**src/common/bojx_pkg.sv**
```systemverilog
// Purpose: constants for the single-bit and jump executor
// Assumes: one clock state per ref_clk cycle
// Notes: opcode fields follow the 8-bit instruction layout
package bojx_pkg;
	localparam logic [7:0] OP_BIT_PREFIX = 8'hCB;
	localparam logic [7:0] OP_IDX1_PREFIX = 8'hDD;
	localparam logic [7:0] OP_IDX2_PREFIX = 8'hFD;
	localparam logic [7:0] OP_ABS_JUMP = 8'hC3;
	localparam logic [7:0] OP_REL_JUMP = 8'h18;
	localparam logic [1:0] GRP_TEST = 2'h1;
	localparam logic [1:0] GRP_ZERO = 2'h2;
	localparam logic [1:0] GRP_ONE = 2'h3;
	localparam logic [2:0] REG_MEM = 3'h6;
	localparam logic [1:0] JCC_TOP = 2'h3;
	localparam logic [2:0] JCC_LOW = 3'h2;
	localparam logic [1:0] JRC_TOP = 2'h0;
	localparam logic [2:0] JRC_LOW = 3'h0;
	localparam logic [15:0] PC_RESET = 16'h0000;
	localparam logic [7:0] FLAGS_RESET = 8'h00;
	localparam int FLAG_C = 0;
	localparam int FLAG_N = 1;
	localparam int FLAG_PV = 2;
	localparam int FLAG_H = 4;
	localparam int FLAG_Z = 6;
	localparam int FLAG_S = 7;
	localparam logic [4:0] T_BIT_REG = 5'h08;
	localparam logic [4:0] T_BIT_PTR = 5'h0C;
	localparam logic [4:0] T_BIT_IDX = 5'h14;
	localparam logic [4:0] T_SET_REG = 5'h08;
	localparam logic [4:0] T_SET_PTR = 5'h0F;
	localparam logic [4:0] T_SET_IDX = 5'h17;
	localparam logic [4:0] T_ABS = 5'h0A;
	localparam logic [4:0] T_REL_NO = 5'h07;
	localparam logic [4:0] T_REL_YES = 5'h0C;
	localparam logic [4:0] T_ILLEGAL = 5'h04;
	localparam logic [2:0] M_BIT_REG = 3'h2;
	localparam logic [2:0] M_BIT_PTR = 3'h3;
	localparam logic [2:0] M_BIT_IDX = 3'h5;
	localparam logic [2:0] M_SET_PTR = 3'h4;
	localparam logic [2:0] M_SET_IDX = 3'h6;
	localparam logic [2:0] M_JUMP = 3'h3;
	localparam logic [2:0] M_REL_NO = 3'h2;
	localparam logic [2:0] M_ONE = 3'h1;
	localparam logic [15:0] PC_STEP = 16'h0001;
	localparam logic [4:0] T_STEP = 5'h01;
	typedef enum logic [2:0] {
		BOJX_IDLE = 3'b000,
		BOJX_BYTE2 = 3'b001,
		BOJX_BYTE3 = 3'b010,
		BOJX_BYTE4 = 3'b011,
		BOJX_WAIT = 3'b100
	} bojx_state_e;
endpackage : bojx_pkg

```
**src/core/bojx_cond.sv**
```systemverilog
// Purpose: condition field evaluation
// Assumes: flags in the usual bit positions
// Notes: combinational
`timescale 1ns/1ps
module bojx_cond import bojx_pkg::*; (
	input wire logic [2:0] condition_field,
	input wire logic [7:0] flags,
	output logic cond_true
);
	always_comb begin
		case (condition_field)
			3'b000: cond_true = !flags[FLAG_Z];
			3'b001: cond_true = flags[FLAG_Z];
			3'b010: cond_true = !flags[FLAG_C];
			3'b011: cond_true = flags[FLAG_C];
			3'b100: cond_true = !flags[FLAG_PV];
			3'b101: cond_true = flags[FLAG_PV];
			3'b110: cond_true = !flags[FLAG_S];
			default: cond_true = flags[FLAG_S];
		endcase
	end
endmodule : bojx_cond

```
**src/core/bojx_exec.sv**
```systemverilog
// Purpose: decode and execute single-bit ops and jumps
// Assumes: one instruction byte offered per fetch handshake
// Notes: operand reads and writes go through a simple data port
`timescale 1ns/1ps
module bojx_exec import bojx_pkg::*; (
	input wire logic ref_clk,
	input wire logic rst_n,
	input wire logic byte_valid,
	input wire logic [7:0] byte_data,
	output logic byte_ready,
	input wire logic [7:0] operand_in,
	output logic [7:0] operand_out,
	output logic operand_we,
	output logic [2:0] operand_sel,
	output logic [1:0] operand_space,
	output logic [7:0] displacement,
	output logic [15:0] pc,
	output logic [7:0] flags,
	input wire logic flags_load,
	input wire logic [7:0] flags_in,
	output logic done,
	output logic [2:0] m_cycles,
	output logic [4:0] t_states,
	output logic illegal
);
	bojx_state_e state_reg, state_next;
	logic [7:0] op1_reg;
	logic [7:0] lo_reg;
	logic [7:0] disp_reg;
	logic [1:0] space_reg;
	logic [4:0] wait_reg;
	logic [15:0] pc_reg;
	logic [7:0] flags_reg;
	logic [7:0] opout_reg;
	logic we_reg;
	logic [2:0] sel_reg;
	logic done_reg;
	logic [2:0] m_reg;
	logic [4:0] t_reg;
	logic ill_reg;
	logic cond_true;
	logic take;
	logic [4:0] t_set;
	logic [2:0] m_set;

	function automatic logic [7:0] bit_mask(input logic [2:0] idx);
		bit_mask = 8'h01 << idx;
	endfunction : bit_mask

	bojx_cond u_cond (
		.condition_field(op1_reg[5:3]),
		.flags(flags_reg),
		.cond_true(cond_true)
	);

	assign byte_ready = (state_reg != BOJX_WAIT);
	assign take = byte_valid && byte_ready;
	assign pc = pc_reg;
	assign flags = flags_reg;
	assign operand_out = opout_reg;
	assign operand_we = we_reg;
	assign operand_sel = sel_reg;
	assign operand_space = space_reg;
	assign displacement = disp_reg;
	assign done = done_reg;
	assign m_cycles = m_reg;
	assign t_states = t_reg;
	assign illegal = ill_reg;

	// force-one and force-zero share one timing table
	always_comb begin
		case (space_reg)
			2'h0: begin
				t_set = (byte_data[2:0] == REG_MEM) ? T_SET_PTR : T_SET_REG;
				m_set = (byte_data[2:0] == REG_MEM) ? M_SET_PTR : M_BIT_REG;
			end
			default: begin
				t_set = T_SET_IDX;
				m_set = M_SET_IDX;
			end
		endcase
	end

	always_comb begin
		state_next = state_reg;
		case (state_reg)
			BOJX_IDLE: if (take) begin
				if (byte_data == OP_IDX1_PREFIX || byte_data == OP_IDX2_PREFIX ||
					byte_data == OP_BIT_PREFIX || byte_data == OP_ABS_JUMP ||
					byte_data == OP_REL_JUMP ||
					(byte_data[7:6] == JCC_TOP && byte_data[2:0] == JCC_LOW) ||
					(byte_data[7:5] == 3'b001 && byte_data[2:0] == JRC_LOW))
					state_next = BOJX_BYTE2;
			end
			BOJX_BYTE2: if (take) begin
				if (op1_reg == OP_BIT_PREFIX && space_reg == 2'h0)
					state_next = BOJX_WAIT;
				else if (op1_reg == OP_BIT_PREFIX)
					state_next = BOJX_BYTE3;
				else if (op1_reg[7:6] == JRC_TOP)
					state_next = BOJX_WAIT;
				else
					state_next = BOJX_BYTE3;
			end
			BOJX_BYTE3: if (take)
				state_next = (op1_reg == OP_BIT_PREFIX) ? BOJX_BYTE4 : BOJX_WAIT;
			BOJX_BYTE4: if (take)
				state_next = BOJX_WAIT;
			BOJX_WAIT: if (wait_reg <= T_STEP)
				state_next = BOJX_IDLE;
			default: state_next = BOJX_IDLE;
		endcase
	end

	always_ff @(posedge ref_clk or negedge rst_n) begin
		if (!rst_n)
			state_reg <= BOJX_IDLE;
		else
			state_reg <= state_next;
	end

	// instruction capture, program counter and timing
	always_ff @(posedge ref_clk or negedge rst_n) begin
		if (!rst_n) begin
			op1_reg <= 8'h00;
			lo_reg <= 8'h00;
			disp_reg <= 8'h00;
			space_reg <= 2'h0;
			wait_reg <= 5'h00;
			pc_reg <= PC_RESET;
			m_reg <= 3'h0;
			t_reg <= 5'h00;
			done_reg <= 1'b0;
			ill_reg <= 1'b0;
		end else begin
			done_reg <= 1'b0;
			ill_reg <= 1'b0;
			if (state_reg == BOJX_WAIT)
				wait_reg <= wait_reg - T_STEP;
			if (state_reg == BOJX_WAIT && wait_reg <= T_STEP)
				done_reg <= 1'b1;
			if (take) begin
				pc_reg <= pc_reg + PC_STEP;
				wait_reg <= wait_reg - T_STEP;
				case (state_reg)
					BOJX_IDLE: begin
						op1_reg <= byte_data;
						space_reg <= 2'h0;
						if (byte_data == OP_IDX1_PREFIX || byte_data == OP_IDX2_PREFIX) begin
							op1_reg <= OP_BIT_PREFIX;
							space_reg <= (byte_data == OP_IDX1_PREFIX) ? 2'h1 : 2'h2;
						end
						if (state_next == BOJX_IDLE) begin
							ill_reg <= 1'b1;
							done_reg <= 1'b1;
							m_reg <= M_ONE;
							t_reg <= T_ILLEGAL;
						end
					end
					BOJX_BYTE2: begin
						lo_reg <= byte_data;
						disp_reg <= byte_data;
						if (op1_reg == OP_BIT_PREFIX && space_reg == 2'h0) begin
							case (byte_data[7:6])
								GRP_TEST: begin
									t_reg <= (byte_data[2:0] == REG_MEM) ? T_BIT_PTR : T_BIT_REG;
									m_reg <= (byte_data[2:0] == REG_MEM) ? M_BIT_PTR : M_BIT_REG;
									wait_reg <= ((byte_data[2:0] == REG_MEM) ? T_BIT_PTR : T_BIT_REG)
										- T_STEP - T_STEP;
								end
								default: begin
									t_reg <= t_set;
									m_reg <= m_set;
									wait_reg <= t_set - T_STEP - T_STEP;
								end
							endcase
							if (byte_data[7:6] == 2'h0)
								ill_reg <= 1'b1;
							if (wait_reg <= T_STEP && t_set <= T_STEP)
								done_reg <= 1'b1;
						end else if (op1_reg[7:6] == JRC_TOP) begin
							// pc is past the first byte only, so one step is added along with the displacement
							m_reg <= take_rel() ? M_JUMP : M_REL_NO;
							t_reg <= take_rel() ? T_REL_YES : T_REL_NO;
							wait_reg <= (take_rel() ? T_REL_YES : T_REL_NO) - T_STEP - T_STEP;
							if (take_rel())
								pc_reg <= pc_reg + PC_STEP + {{8{byte_data[7]}}, byte_data};
						end
					end
					BOJX_BYTE3: begin
						if (op1_reg == OP_BIT_PREFIX) begin
							disp_reg <= byte_data;
						end else if (op1_reg[7:6] == JCC_TOP) begin
							m_reg <= M_JUMP;
							t_reg <= T_ABS;
							wait_reg <= T_ABS - T_STEP - T_STEP - T_STEP;
							if (op1_reg == OP_ABS_JUMP || cond_true)
								pc_reg <= {byte_data, lo_reg};
						end
					end
					BOJX_BYTE4: begin
						m_reg <= (byte_data[7:6] == GRP_TEST) ? M_BIT_IDX : m_set;
						t_reg <= (byte_data[7:6] == GRP_TEST) ? T_BIT_IDX : t_set;
						wait_reg <= ((byte_data[7:6] == GRP_TEST) ? T_BIT_IDX : t_set)
							- T_STEP - T_STEP - T_STEP - T_STEP;
						if (byte_data[7:6] == 2'h0)
							ill_reg <= 1'b1;
					end
					default: ;
				endcase
			end
		end
	end

	function automatic logic take_rel();
		logic [2:0] c;
		c = op1_reg[5:3];
		case (c)
			3'b011: take_rel = 1'b1;
			3'b100: take_rel = !flags_reg[FLAG_Z];
			3'b101: take_rel = flags_reg[FLAG_Z];
			3'b110: take_rel = !flags_reg[FLAG_C];
			3'b111: take_rel = flags_reg[FLAG_C];
			default: take_rel = 1'b0;
		endcase
	endfunction : take_rel

	// operand update for the single-bit group
	logic bit_op_now;
	logic [7:0] bit_byte;
	assign bit_op_now = take && op1_reg == OP_BIT_PREFIX &&
		((state_reg == BOJX_BYTE2 && space_reg == 2'h0) || state_reg == BOJX_BYTE4);
	assign bit_byte = byte_data;

	always_ff @(posedge ref_clk or negedge rst_n) begin
		if (!rst_n) begin
			opout_reg <= 8'h00;
			we_reg <= 1'b0;
			sel_reg <= 3'h0;
			flags_reg <= FLAGS_RESET;
		end else begin
			we_reg <= 1'b0;
			if (flags_load)
				flags_reg <= flags_in;
			if (bit_op_now) begin
				sel_reg <= bit_byte[2:0];
				case (bit_byte[7:6])
					GRP_TEST: begin
						flags_reg[FLAG_Z] <= !(|(operand_in & bit_mask(bit_byte[5:3])));
						flags_reg[FLAG_H] <= 1'b1;
						flags_reg[FLAG_N] <= 1'b0;
					end
					GRP_ONE: begin
						opout_reg <= operand_in | bit_mask(bit_byte[5:3]);
						we_reg <= 1'b1;
					end
					GRP_ZERO: begin
						opout_reg <= operand_in & ~bit_mask(bit_byte[5:3]);
						we_reg <= 1'b1;
					end
					default: ;
				endcase
			end
		end
	end
endmodule : bojx_exec

```
**config.mk**
```make
export PLATFORM = sky130hd
export DESIGN_NAME = bojx_exec
export DESIGN_NICKNAME = d
export VERILOG_FILES = /design/src/common/bojx_pkg.sv /design/src/core/bojx_cond.sv /design/src/core/bojx_exec.sv
export SDC_FILE = /design/constraint.sdc
export NUM_CORES = 1
export LEC_CHECK = 0
export ABC_CLOCK_PERIOD_IN_PS = 2500
export BUFFER_PORTS_ARGS = -buffer_cell sky130_fd_sc_hd__buf_4
export CAP_MARGIN = 10
export CORE_UTILIZATION = 53
export CTS_BUF_LIST = sky130_fd_sc_hd__clkbuf_8
export CTS_CLUSTER_DIAMETER = 80
export CTS_CLUSTER_SIZE = 8
export DETAILED_ROUTE_END_ITERATION = 8
export PLACE_DENSITY = 0.78
export REMOVE_ABC_BUFFERS = 1
export SYNTH_ARGS = -nofsm -noshare
export SYNTH_HDL_FRONTEND = slang
export SYNTH_SLANG_ARGS = --single-unit
```
**constraint.sdc**
```tcl
create_clock -name ref_clk -period 2.5 [get_ports ref_clk]
set_input_delay 0.5 -clock ref_clk [delete_from_list [all_inputs] [get_ports ref_clk]]
set_output_delay 0.5 -clock ref_clk [all_outputs]
set_load 0.005 [all_outputs]
```
# [Word-level counts from Yosys, hierarchy flattened]
# Cells that the tools add are included.
[op_classes] shifts=1 bitwise=4 n_addsub=13 n_eq_ne=31 order_cmp=2 reduce_logical=40 muxes=82
[op_table] op="2-to-1 mux 16 bit" n=6
[op_table] op="2-to-1 mux 5 bit" n=15
[op_table] op="2-to-1 mux 3 bit" n=21
[op_table] op="equality test 8 bit (second input constant)" n=6
[op_table] op="subtractor 5 x 1 -> 5 bit (second input constant)" n=9
[op_table] op="one-hot mux 16 bit (2 select lines)" n=1
[op_table] op="one-hot mux 8 bit (2 select lines)" n=2
[op_table] op="2-to-1 mux 1 bit" n=23
[op_table] op="one-hot mux 5 bit (4 select lines)" n=1
[op_table] op="equality test 3 bit (second input constant)" n=6
[op_table] op="adder 16 x 1 -> 16 bit (second input constant)" n=1
[op_table] op="adder 16 bit" n=1
[op_table] op="AND 8 bit" n=2
[op_table] op="2-to-1 mux 8 bit" n=2
[op_table] op="equality test 3 x 2 -> 1 bit (second input constant)" n=5
[op_table] op="one-hot mux 3 bit (5 select lines)" n=1
[op_table] op="one-hot mux 5 bit (3 select lines)" n=1
[op_table] op="logical NOT 3 bit" n=4
[op_table] op="one-hot mux 3 bit (4 select lines)" n=1
[op_table] op="less-or-equal comparator 5 x 1 -> 1 bit (second input constant)" n=2
[op_table] op="subtractor 4 x 1 -> 5 bit (second input constant)" n=2
[op_table] op="equality test 3 x 1 -> 1 bit (second input constant)" n=3
[op_table] op="logical AND 1 bit" n=9
[op_table] op="equality test 8 x 5 -> 1 bit (second input constant)" n=1
[op_table] op="24 further kinds" n=48
[word_totals] out_inout_bits=57 word_cells=189 in_bits=28 reg_bits=80

# [Longest topological paths before layout]
# Gate-level depths: netlist of run 1.
[logic_depth] word_depth=14 mapped_depth=12 mapped_depth_nobuf=12

# [Modules after synthesis]
# Synthesis of run 1 repeated with hierarchy kept, for this count alone.
[unflattened] hier_cells=617 area_unflattened_um2=5362.6
[by_module_without_submodules] module="bojx_exec" cells_each=615 area_each_um2=5331.4 seq_area_each_um2=2001.9 instances=1
[by_module_without_submodules] module="bojx_cond" cells_each=2 area_each_um2=31.3 seq_area_each_um2=0.0 instances=1

# [Worst setup path after synthesis of run 1]
# No wires, ideal clock.
[synth_timing] kind="flip-flop to flip-flop" start="reg pc_reg[2] (netlist: pc[2])" end="reg pc_reg[15] (netlist: pc[15])" t_required_ps=2380 path_stages_with_launch=13 slack_ps=-299 period_less_slack_ps=2799 t_arrival_ps=2679 n_path_buf=0 setup_ps=120 cell_sequence="dfrtp_1 nand4_1 nor4_2 nand3_1 xnor2_1 ha_1 nand2_1 o21ai_0 a21o_1 a31oi_1 xnor2_1 a21o_1 a31o_2"
[synth_via] elab_chain_len=6 word_cells_on_any_way=9 cone_classes="add/sub: 2; mux: 7"
[synth_rtl] element="from (decl)" line_no="bojx_exec.sv:32" rtl="logic [15:0] pc_reg;"
[synth_rtl] element="from (signal assigned)" line_no="bojx_exec.sv:143" rtl="pc_reg <= pc_reg + PC_STEP;"
[synth_rtl] element="from (signal assigned)" line_no="bojx_exec.sv:187" rtl="pc_reg <= pc_reg + PC_STEP + {{8{byte_data[7]}}, byte_data};"
[synth_rtl] element="from (signal assigned)" line_no="bojx_exec.sv:198" rtl="pc_reg <= {byte_data, lo_reg};"
[synth_rtl] element="adder 16 x 1 -> 16 bit *" line_no="bojx_exec.sv:143, bojx_exec.sv:187"
[synth_rtl] element="adder 16 bit" line_no="bojx_exec.sv:187"
[synth_rtl] element="2-to-1 mux 16 bit" line_no="bojx_exec.sv:186" rtl="if (take_rel())"
[synth_rtl] element="2-to-1 mux 16 bit" line_no="bojx_exec.sv:181" rtl="end else if (op1_reg[7:6] == JRC_TOP) begin"
[synth_rtl] element="2-to-1 mux 16 bit" line_no="bojx_exec.sv:163" rtl="if (op1_reg == OP_BIT_PREFIX && space_reg == 2'h0) begin"
[synth_rtl] element="one-hot mux 16 bit (2 select lines) *" line_no="bojx_exec.sv:145" rtl="case (state_reg)"
# Mark *: on every way between the ends. The rest lies on a longest branch, timed or not.
# A chain may end at the register's enable or synchronous reset.

# [Final worst setup path of run 1]
[layout_timing] start="reg pc_reg[0] (netlist: pc[0])" end="reg pc_reg[12] (netlist: pc[12])"
# The elaborated chain is that of the path after synthesis.

==> key figures, run 1 <==
Run status
  • Status: finished with violations
  • Failing checks: setup timing

Synthesis
  • Yosys reg bits: 80
  • Synth Flop Type: dfrtp_1
  • Post-synthesis sequential area ratio: ~38%
  • Share of the synthesized area in the top cell type: between 30% and 40%
  • Syn Area/Cell: 8.982 µm²
  • Synth Cell Area: about 5300 µm²
  • Async S/R FF share, synth: 100.0%
  • Synth Instances: approximately 600
  • Synth top area cells: dfrtp_1, nand2_1, mux2_2
  • Yosys warns: 0
  • EDFF count, synth: 0
  • Synth cell types: 73
  • Yosys top cell by area: dfrtp_1

Clock network
  • Worst-path clk slew: 0.10 ns
  • Clk_lat worst skew: approximately 0.37 ns
  • CTS tree: built
  • Post-CTS Hold Fix Bufs: 0
  • H-tree depth: 3
  • Num CTS Buffers: 9
  • Clock Path Buffers: 2
  • Clock sink total: 80
  • Clock root cell: clkbuf_8

Route
  • Via/cell ratio: about 6.3
  • Residual DRC: 0
  • Vias: between 5,000 and 6,000
  • Drt wl/cell: slightly above 20 µm
  • Iteration-0 DRC Markers: 484
  • Post-route ant nets: 0
  • Total Wirelength: 18,970 µm
  • 1st-pass router iterations: 5

Die
  • Initial Util: 54.58%
  • Die height: between 100 and 150 µm
  • Core area: approximately 9800 µm²
  • Die width: 102.3 µm
  • FP Rows: 36
  • Die area: between 10,000 and 15,000 µm²
  • Top Ports: 85

Pwr
  • VDD IR max: between 0.7 and 0.8 mV
  • Tot Pwr: around 7.4 mW
  • P_leak: ~3.5 nW
  • Pwr Density: 1005 nW/µm²

Timing
  • Final hold violations: 0
  • RSZ-0062 raised after global routing: true
  • Final worst setup slack: -0.5133 ns
  • Worst hold slack: 0.1040 ns
  • Setup skew after layout: 0.01887 ns
  • Setup violations, final: 11
  • Tmin final: between 3 and 4 ns
  • Least-Margin Pin Slew: around 0.76 ns
  • FMAX: ~330 MHz
  • Final Max Slew Viols: 0
  • Ratio of final minimum period to clock period: 120.5%
  • Slew headroom: 48.94%

Worst setup path
  • Worst setup path category: flop to flop
  • Max FO, Critical Path: 4
  • Crit path required time: approximately 2.8 ns
  • Crit. End Element: flop
  • Critical Path AT: 3.27 ns
  • Nature of the critical path startpoint: flop

Job
  • Max_cap viols: 0

Finish
  • Final Instance Count excl. Fillers: 912
  • Max reg flops: 16
  • Nets: between 800 and 900
  • Area grow syn2layout: 38.37%
  • Layout cell share with drive strength beyond 1: 38.13%
  • ANT cells: 0

Global routing
  • Vias in the first global route: around 5,600
  • Initial antenna violation count: 0
  • Largest net degree at the start of global routing: between 40 and 50
  • Remaining Overflow, GRT: 0
  • First-pass GRT wire length: approximately 28,000 µm
  • Total track usage: 35.14%

Placement
  • Placer Congestion: roughly 0.94
  • Place WS: -0.4571 ns
  • Placed Cells: around 880
  • Detailed Place HPWL: 12,560 µm
  • PortBufs: 84

Hold path
  • Hold crit path type: input port to asynchronous set/reset pin
power breakdown:
part / internal [mW] / leakage (nW) / switching, mW / total, mW
registers: 1.68 / 1.01 / 0.394 / 2.08
logic: 2.10 / 2.33 / 2.14 / 4.24
clock network: 0.565 / 0.111 / 0.540 / 1.11
metrics by stage:
step / util (%) / TNS, ns / instance area, µm²
2_1_floorplan: - / -1.527 / 5218
3_3_place_gp: 68.80 / -1.773 / 6725
3_5_place_dp: 68.80 / -2.698 / 6725
4_1_cts: 73.14 / -1.121 / 7149
5_1_grt: 75.52 / -3.830 / 7382
6_report: 75.52 / -3.400 / 7382
synth_stat cells, types with 3 or more instances:
master	instances
mux2_2	24
a22o_1	4
a21o_1	13
o21a_1	4
nand3_1	22
nand2b_1	14
a31oi_1	8
o22ai_1	3
clkbuf_1	18
nor2_1	44
dfrtp_1	80
o21ai_0	43
nand4_1	3
xor2_1	6
a221oi_1	13
xnor2_1	15
and3_1	7
inv_1	14
nand3b_1	3
a21oi_1	32
and2_1	4
buf_2	4
o21ai_1	17
o221ai_1	3
mux2i_1	17
nor3_1	14
nor3b_1	3
nor2b_1	10
nand2_1	72
a32oi_1	3
ha_1	18
or2_2	3
a211oi_1	4
layout by cell type (no fill, tap or decap), types with 4 or more instances in the layout:
master    count
o21ai_0      39
a21oi_1      23
a221oi_1      9
o21a_1        4
a21o_1       13
nor2_1       42
ha_4          4
nor3_1       13
xor2_1        6
a22o_1        4
dfrtp_1      79
a31oi_1       7
o21ai_1      17
mux2_2       24
buf_6         4
xnor2_2       7
nand2b_1     14
nand2_1      71
mux2i_1      17
and3_1        5
nor2b_1       9
ha_1         13
clkbuf_8      9
a211oi_1      4
xnor2_1       8
a21oi_2       7
inv_1        15
a221oi_2      4
buf_4       190
nand3_1      19
critical path, stage by stage, from the launching register on:
cell and delay [ns]:
dfrtp_1 0.39, ha_2 0.22, buf_6 0.11, nand3_1 0.15, xnor2_2 0.32, ha_4 0.27
o21a_1 0.11, o31a_1 0.13, o2111ai_2 0.21, o211ai_2 0.17, buf_4 0.17, a221oi_4 0.23
xnor2_1 0.14, a31o_2 0.27
cells by family after synthesis:
kind of cell    after synthesis  share of synthesized area [%]
simple gates                216                          20.22
xor+xnor                     21                          3.448
compound gates              175                          21.93
mux                          43                          9.099
buf+inv                      40                          3.189
fa+ha+maj                    19                          4.597
flops                        80                          37.52
area by class of cell:
type | count | area, µm²
fill | 656 | 2392
clock buffer | 9 | 123.9
timing repair buffer | 195 | 1491
clock inverter | 7 | 93.84
tap | 133 | 166.4
inverter | 14 | 52.55
multi-input combinational | 474 | 3451
sequential | 80 | 2003
worst paths after layout:
kind                                  start           to  slack, ns  cells after the start
worst max-delay path                  pc[0]       pc[12]      -0.51                     13
worst min-delay path                  rst_n     flags[3]       0.10                      1
worst max register to register        pc[0]       pc[12]      -0.51                     13
worst min register to register  t_states[3]  t_states[3]       0.49                      2
max in group asynchronous             rst_n    lo_reg[7]       1.63                      2
min in group ref_clk            flags_in[4]     flags[4]       0.34                      2
metal layers:
| layer | vias up | track usage [%] | wire length (µm) |
|---|---|---|---|
| met3 | 102 | 6.430 | 1610 |
| met5 | - | 0 | 0 |
| li1 | 2553 | - | - |
| met1 | 2758 | 42.26 | 7051 |
| met4 | 0 | 20.77 | 1104 |
| met2 | 376 | 58.91 | 9202 |
repair_timing:
action,CTS,global route
resized for setup,31,29
endpoints found under the hold margin,0,0
endpoints found under the setup margin,9,13
setup buffers,12,7
pin swaps,24,22
No activity file was read; power rests on OpenSTA's default activity.
==> run 2, diff against run 1 <==
--- a/config.mk
+++ b/config.mk
@@ -5,15 +5,15 @@
 export SDC_FILE = /design/constraint.sdc
 export NUM_CORES = 1
 export LEC_CHECK = 0
-export ABC_CLOCK_PERIOD_IN_PS = 2500
+export ABC_CLOCK_PERIOD_IN_PS = 3400
 export BUFFER_PORTS_ARGS = -buffer_cell sky130_fd_sc_hd__buf_4
 export CAP_MARGIN = 10
-export CORE_UTILIZATION = 53
+export CORE_UTILIZATION = 59
 export CTS_BUF_LIST = sky130_fd_sc_hd__clkbuf_8
 export CTS_CLUSTER_DIAMETER = 80
 export CTS_CLUSTER_SIZE = 8
 export DETAILED_ROUTE_END_ITERATION = 8
-export PLACE_DENSITY = 0.78
+export PLACE_DENSITY = 0.83
 export REMOVE_ABC_BUFFERS = 1
 export SYNTH_ARGS = -nofsm -noshare
 export SYNTH_HDL_FRONTEND = slang
==> constraint.sdc (replaced) <==
create_clock -name ref_clk -period 3.4 [get_ports ref_clk]
set_input_delay 0.68 -clock ref_clk [delete_from_list [all_inputs] [get_ports ref_clk]]
set_output_delay 0.68 -clock ref_clk [all_outputs]
set_load 0.005 [all_outputs]
==> key figures, run 2 (synthesized netlist as in run 1, its figures left out) <==
Global routing
  • First-pass GRT wire length: 24,730 µm (-11%)
  • Largest net degree at the start of global routing: 81 (+80%)
  • Initial antenna violation count: 0 (unchanged)
  • Remaining Overflow, GRT: 0 (unchanged)
  • Total track usage: 33.03% (-2.1 points)
  • Vias in the first global route: 5,008 (-11%)

Die
  • Die area: 9426 µm² (-10%)
  • Die width: 97.09 µm (-5.1%)
  • FP Rows: 34 (-5.6%)
  • Top Ports: 85 (unchanged)
  • Core area: 8721 µm² (-11%)
  • Initial Util: 61.18% (+6.6 points)
  • Die height: 97.09 µm (-5.1%)

Timing
  • Least-Margin Pin Slew: 1.002 ns (+0.2415 ns)
  • Slew headroom: 33.23% (-16 points)
  • RSZ-0062 raised after global routing: false
  • Setup violations, final: 0 (-11)
  • FMAX: 326.8 MHz (-1.5%)
  • Worst hold slack: 0.4707 ns (+0.3667 ns)
  • Final worst setup slack: 0.3404 ns (+0.8537 ns)
  • Ratio of final minimum period to clock period: 89.99% (-31 points)
  • Total Neg Setup Slack: 0 ns (+3.400 ns)
  • Final Max Slew Viols: 0 (unchanged)
  • Tmin final: 3.060 ns (+0.04629 ns)
  • Setup skew after layout: 0.007027 ns (-0.01184 ns)
  • Final hold violations: 0 (unchanged)

Clock network
  • Worst-path clk slew: 0.09 ns (about the same)
  • Num CTS Buffers: 9 (unchanged)
  • Post-CTS Hold Fix Bufs: 0 (unchanged)
  • Clock sink total: 80 (unchanged)
  • CTS tree: built
  • H-tree depth: 3 (unchanged)
  • Clock root cell: clkbuf_8
  • Clk_lat worst skew: 0.36 ns (about the same)
  • Clock Path Buffers: 2 (unchanged)

Placement
  • Placed Cells: 769 (-12%)
  • Placer Congestion: 0.9293 (-1.5%)
  • Place WS: 0.2708 ns (+0.7279 ns)
  • Dpl cell area: 6051 µm² (-10%)
  • Detailed Place HPWL: 10,720 µm (-15%)
  • PortBufs: 84 (unchanged)

Worst setup path
  • Critical Path AT: 3.31 ns (+0.04 ns)
  • Crit path required time: 3.65 ns (+0.90 ns)
  • Worst setup path category: flop to flop
  • Nature of the critical path startpoint: flop
  • Crit. End Element: flop
  • Max FO, Critical Path: 7 (+3)

Finish
  • Final Instance Count excl. Fillers: 785 (-14%)
  • Layout cell share with drive strength beyond 1: 22.45% (-16 points)
  • Area grow syn2layout: 17.52%
  • Fin util: 71.89% (-3.6 points)
  • Most common cell after layout, fill and taps aside: buf_4
  • ANT cells: 0 (unchanged)
  • Fin area: 6270 µm² (-15%)
  • Max reg flops: 16 (unchanged)
  • Commonest non-fill, non-tap cells in the layout: buf_4, dfrtp_1, nand2_1
  • Nets: 719 (-12%)

Route
  • Total Wirelength: 15,070 µm (-21%)
  • Via/cell ratio: 6.452 (+1.6%)
  • Post-route ant nets: 0 (unchanged)
  • Drt wl/cell: 19.19 µm (-7.7%)
  • Residual DRC: 0 (unchanged)
  • Vias: 5,065 (-13%)
  • Iteration-0 DRC Markers: 454 (-6.2%)
  • 1st-pass router iterations: 6 (+1)

Pwr
  • Tot Pwr: 4.449 mW (-40%)
  • P_leak: 2.873 nW (-17%)
  • Pwr Density: 709.6 nW/µm² (-29%)
  • VDD IR max: 0.4089 mV (-42%)

Run status
  • Status: finished clean

Job
  • Max_cap viols: 0 (unchanged)

Hold path
  • Hold crit path type: input port to asynchronous set/reset pin
## run 2: power by group
group	internal (mW)	total [mW]	switching, mW
clock	0.417	0.800	0.383
sequential	1.23	1.57	0.333
combinational	0.962	2.08	1.12
total	2.61	4.45	1.83
## run 2: path summary, 6_finish.rpt
kind,startpoint,cells after the start,slack [ns],to
max in group asynchronous,rst_n,1,2.27,pc[10]
max,pc[0],12,0.34,pc[15]
min reg2reg,operand_out[0],2,0.49,operand_out[0]
max reg2reg,pc[0],12,0.34,pc[15]
min in group ref_clk,operand_out[0],2,0.49,operand_out[0]
min,rst_n,1,0.47,flags[3]
## run 2: routing by layer
layer	vias up	part of all wire, %	wire (µm)	global-route usage, %
li1	2344	-	-	-
met1	2409	40	6101	42.02
met2	256	48	7297	54.12
met3	56	7.2	1091	6.043
met4	0	3.8	577	16.53
met5	-	0	0	0
## run 2: worst max-delay path, cell delays in order, from the launching register on
cell and delay, ns:
dfrtp_1 0.46, ha_1 0.29, and3_1 0.34, nand3_1 0.13, xnor2_1 0.27, ha_1 0.34, a21oi_1 0.17, o21ai_0 0.09
a21o_1 0.15, a31oi_1 0.18, xnor2_1 0.11, a21o_1 0.19, a31o_2 0.24
## run 2: final cells by class
cell class	count	area (µm²)
clock buffer	9	123.9
clock inverter	7	95.09
fill	658	2451
inverter	14	52.55
multi-input combinational	474	3163
sequential	80	2002
tap	108	135.1
timing repair buffer	93	698.2
## run 2: repair_timing
action | 4_1_cts | 5_1_grt
setup endpoints to repair | 0 | 2
buffers inserted | 0 | 0
gates resized for setup | 0 | 1
==> run 3, diff against run 2 <==
--- a/config.mk
+++ b/config.mk
@@ -8,6 +8,7 @@
 export ABC_CLOCK_PERIOD_IN_PS = 3400
 export BUFFER_PORTS_ARGS = -buffer_cell sky130_fd_sc_hd__buf_4
 export CAP_MARGIN = 10
+export CORE_ASPECT_RATIO = 1.4
 export CORE_UTILIZATION = 59
 export CTS_BUF_LIST = sky130_fd_sc_hd__clkbuf_8
 export CTS_CLUSTER_DIAMETER = 80
==> key figures, run 3 (synthesized netlist as in run 1, its figures left out) <==
Worst setup path
  • Crit-path cells: and3_1 > and3_1 > nand3_1 > xnor2_1 > ha_1 > a21oi_1 > o21ai_0 > a21o_1 > a31oi_1 > xnor2_1 > a21o_1 > a31o_2
  • Slowest cell delay on critical path: 0.50 ns (+0.04 ns)
  • Critical Path AT: 3.38 ns (+0.07 ns)
  • Nature of the critical path startpoint: flop
  • CP top delay family: compound AO/OA/AOI/OAI gates
  • Worst setup path category: flop to flop
  • Max FO, Critical Path: 8 (+1)
  • Crit path required time: 3.66 ns (about the same)
  • Slowest-stage cell, CP: dfrtp_1
  • Crit path buffers/inverters: 0 (unchanged)
  • Crit. End Element: flop

Timing
  • Total Neg Setup Slack: 0 ns (unchanged)
  • Final hold violations: 0 (unchanged)
  • Tmin final: 3.116 ns (+0.05649 ns)
  • Setup violations, final: 0 (unchanged)
  • Setup skew after layout: 0.009556 ns (+0.002529 ns)
  • FMAX: 320.9 MHz (-1.8%)
  • Final Max Slew Viols: 0 (unchanged)
  • Worst hold slack: 0.4803 ns (+0.009613 ns)
  • Least-Margin Pin Slew: 0.9952 ns (-0.006298 ns)
  • Ratio of final minimum period to clock period: 91.65% (+1.7 points)
  • Slew headroom: 33.65% (+0.42 points)
  • RSZ-0062 raised after global routing: false

Pwr
  • Clock power frac: 17.3% (-0.7 points)
  • Combinational share of power: 47.4% (+0.6 points)
  • Psw: 1.829 mW (-0.30%)
  • VDD IR max: 0.4759 mV (+16%)
  • Seq pwr share: 35.3% (about the same)
  • Sw Share: 41.21% (about the same)
  • Tot Pwr: 4.439 mW (-0.21%)
  • Pwr Density: 705.9 nW/µm² (-0.51%)
  • P_leak: 2.894 nW (+0.75%)
  • P_int: 2.610 mW (-0.15%)

Job
  • Max_cap viols: 0 (unchanged)

Finish
  • Max reg flops: 16 (unchanged)
  • Fin area: 6289 µm² (+0.30%)
  • Layout cell share with drive strength beyond 1: 22.68% (+0.23 points)
  • ANT cells: 0 (unchanged)
  • Commonest non-fill, non-tap cells in the layout: buf_4, dfrtp_1, nand2_1
  • Nets: 722 (+0.42%)
  • Area grow syn2layout: 17.87%
  • Most common cell after layout, fill and taps aside: buf_4

Global routing
  • Remaining Overflow, GRT: 0 (unchanged)
  • Initial antenna violation count: 0 (unchanged)
  • Largest net degree at the start of global routing: 81 (unchanged)
  • First-pass GRT wire length: 24,440 µm (-1.2%)
  • Total track usage: 34.89% (+1.9 points)
  • Vias in the first global route: 5,039 (+0.62%)

Route
  • Drt wl/cell: 19.62 µm (+2.2%)
  • Residual DRC: 0 (unchanged)
  • 1st-pass router iterations: 8 (+2)
  • Total Wirelength: 15,390 µm (+2.1%)
  • Post-route ant nets: 0 (unchanged)
  • Iteration-0 DRC Markers: 399 (-12%)
  • Via/cell ratio: 6.631 (+2.8%)
  • Vias: 5,199 (+2.6%)

Clock network
  • H-tree depth: 3 (unchanged)
  • Number of cells upsized or downsized after cts: 0 (unchanged)
  • Clock root cell: clkbuf_8
  • Clk_lat worst skew: 0.37 ns (about the same)
  • Worst-path clk slew: 0.08 ns (about the same)
  • Post-CTS Hold Fix Bufs: 0 (unchanged)
  • Post-CTS Setup Inserts: 0 (unchanged)
  • CTS tree: built
  • Clock sink total: 80 (unchanged)
  • Num CTS Buffers: 9 (unchanged)
  • Clock Path Buffers: 2 (unchanged)

Die
  • Top Ports: 85 (unchanged)
  • Core area: 8658 µm² (-0.72%)
  • FP Rows: 40 (+18%)
  • Die area: 9432 µm² (about the same)
  • Die height: 114.5 µm (+18%)
  • Initial Util: 61.62% (+0.44 points)
  • Die width: 82.37 µm (-15%)

Placement
  • Placer Congestion: 0.9751 (+4.9%)
  • Dpl cell area: 6070 µm² (+0.31%)
  • Detailed Place HPWL: 11,020 µm (+2.9%)
  • PortBufs: 84 (unchanged)

Hold path
  • Hold crit path type: input port to asynchronous set/reset pin

Run status
  • Status: finished clean
## run 3: cell types whose count changed in the layout (fill, tap and decap cells not counted), sizes merged
cell,before,now
clkinv,2,3
inv,17,15
buf,93,96
## run 3: power groups by stage
stage	clock [mW]	sequential [mW]	combinational (mW)
after detailed placement	0	1.57	2.06
after global routing	0.811	1.61	2.31
after floorplan	0	1.52	1.34
final	0.767	1.57	2.10
after global placement	0	1.55	1.99
after CTS	0.775	1.56	2.08
## run 3: layout make-up
class | instances | area [µm²]
clock buffers | 9 | 123.9
clock inverters | 6 | 86.33
fillers | 661 | 2370
inverters | 14 | 52.55
multi-input cells | 474 | 3172
flip-flops and latches | 80 | 2002
well taps | 105 | 131.4
repair buffers | 96 | 720.7
## run 3: path summary, 6_finish.rpt
path	start	to	slack, ns	cells past startpoint
worst min register to register	t_states[4]	t_states[4]	0.48	1
worst max register to register	pc[2]	pc[15]	0.28	12
worst min-delay path	rst_n	t_states[0]	0.48	1
worst max-delay path	pc[2]	pc[15]	0.28	12
max in group asynchronous	rst_n	lo_reg[5]	2.29	1
min in group ref_clk	t_states[4]	t_states[4]	0.48	1
## run 3: routing by layer
layer / vias to the layer above / wire length [µm] / track usage, %
met5: - / 0 / 0
met4: 0 / 887 / 23.74
met3: 85 / 1129 / 6.295
met2: 295 / 7806 / 57.47
met1: 2467 / 5561 / 40.24
li1: 2352 / - / -
## run 3: worst register-to-register path, cell delays in order, from the launching register on
cell	delay, ns
dfrtp_1	0.50
and3_1	0.26
and3_1	0.33
nand3_1	0.14
xnor2_1	0.25
ha_1	0.34
a21oi_1	0.21
o21ai_0	0.11
a21o_1	0.15
a31oi_1	0.19
xnor2_1	0.11
a21o_1	0.19
a31o_2	0.23
## run 3: per-stage QoR
step,setup WS (ns),util (%),instances
floorplan,0.6079,-,568
global placement,0.3992,70.10,769
detailed placement,0.2994,70.10,769
CTS,0.2531,72.53,784
global route,0.05093,72.63,784
finish,0.2840,72.63,784
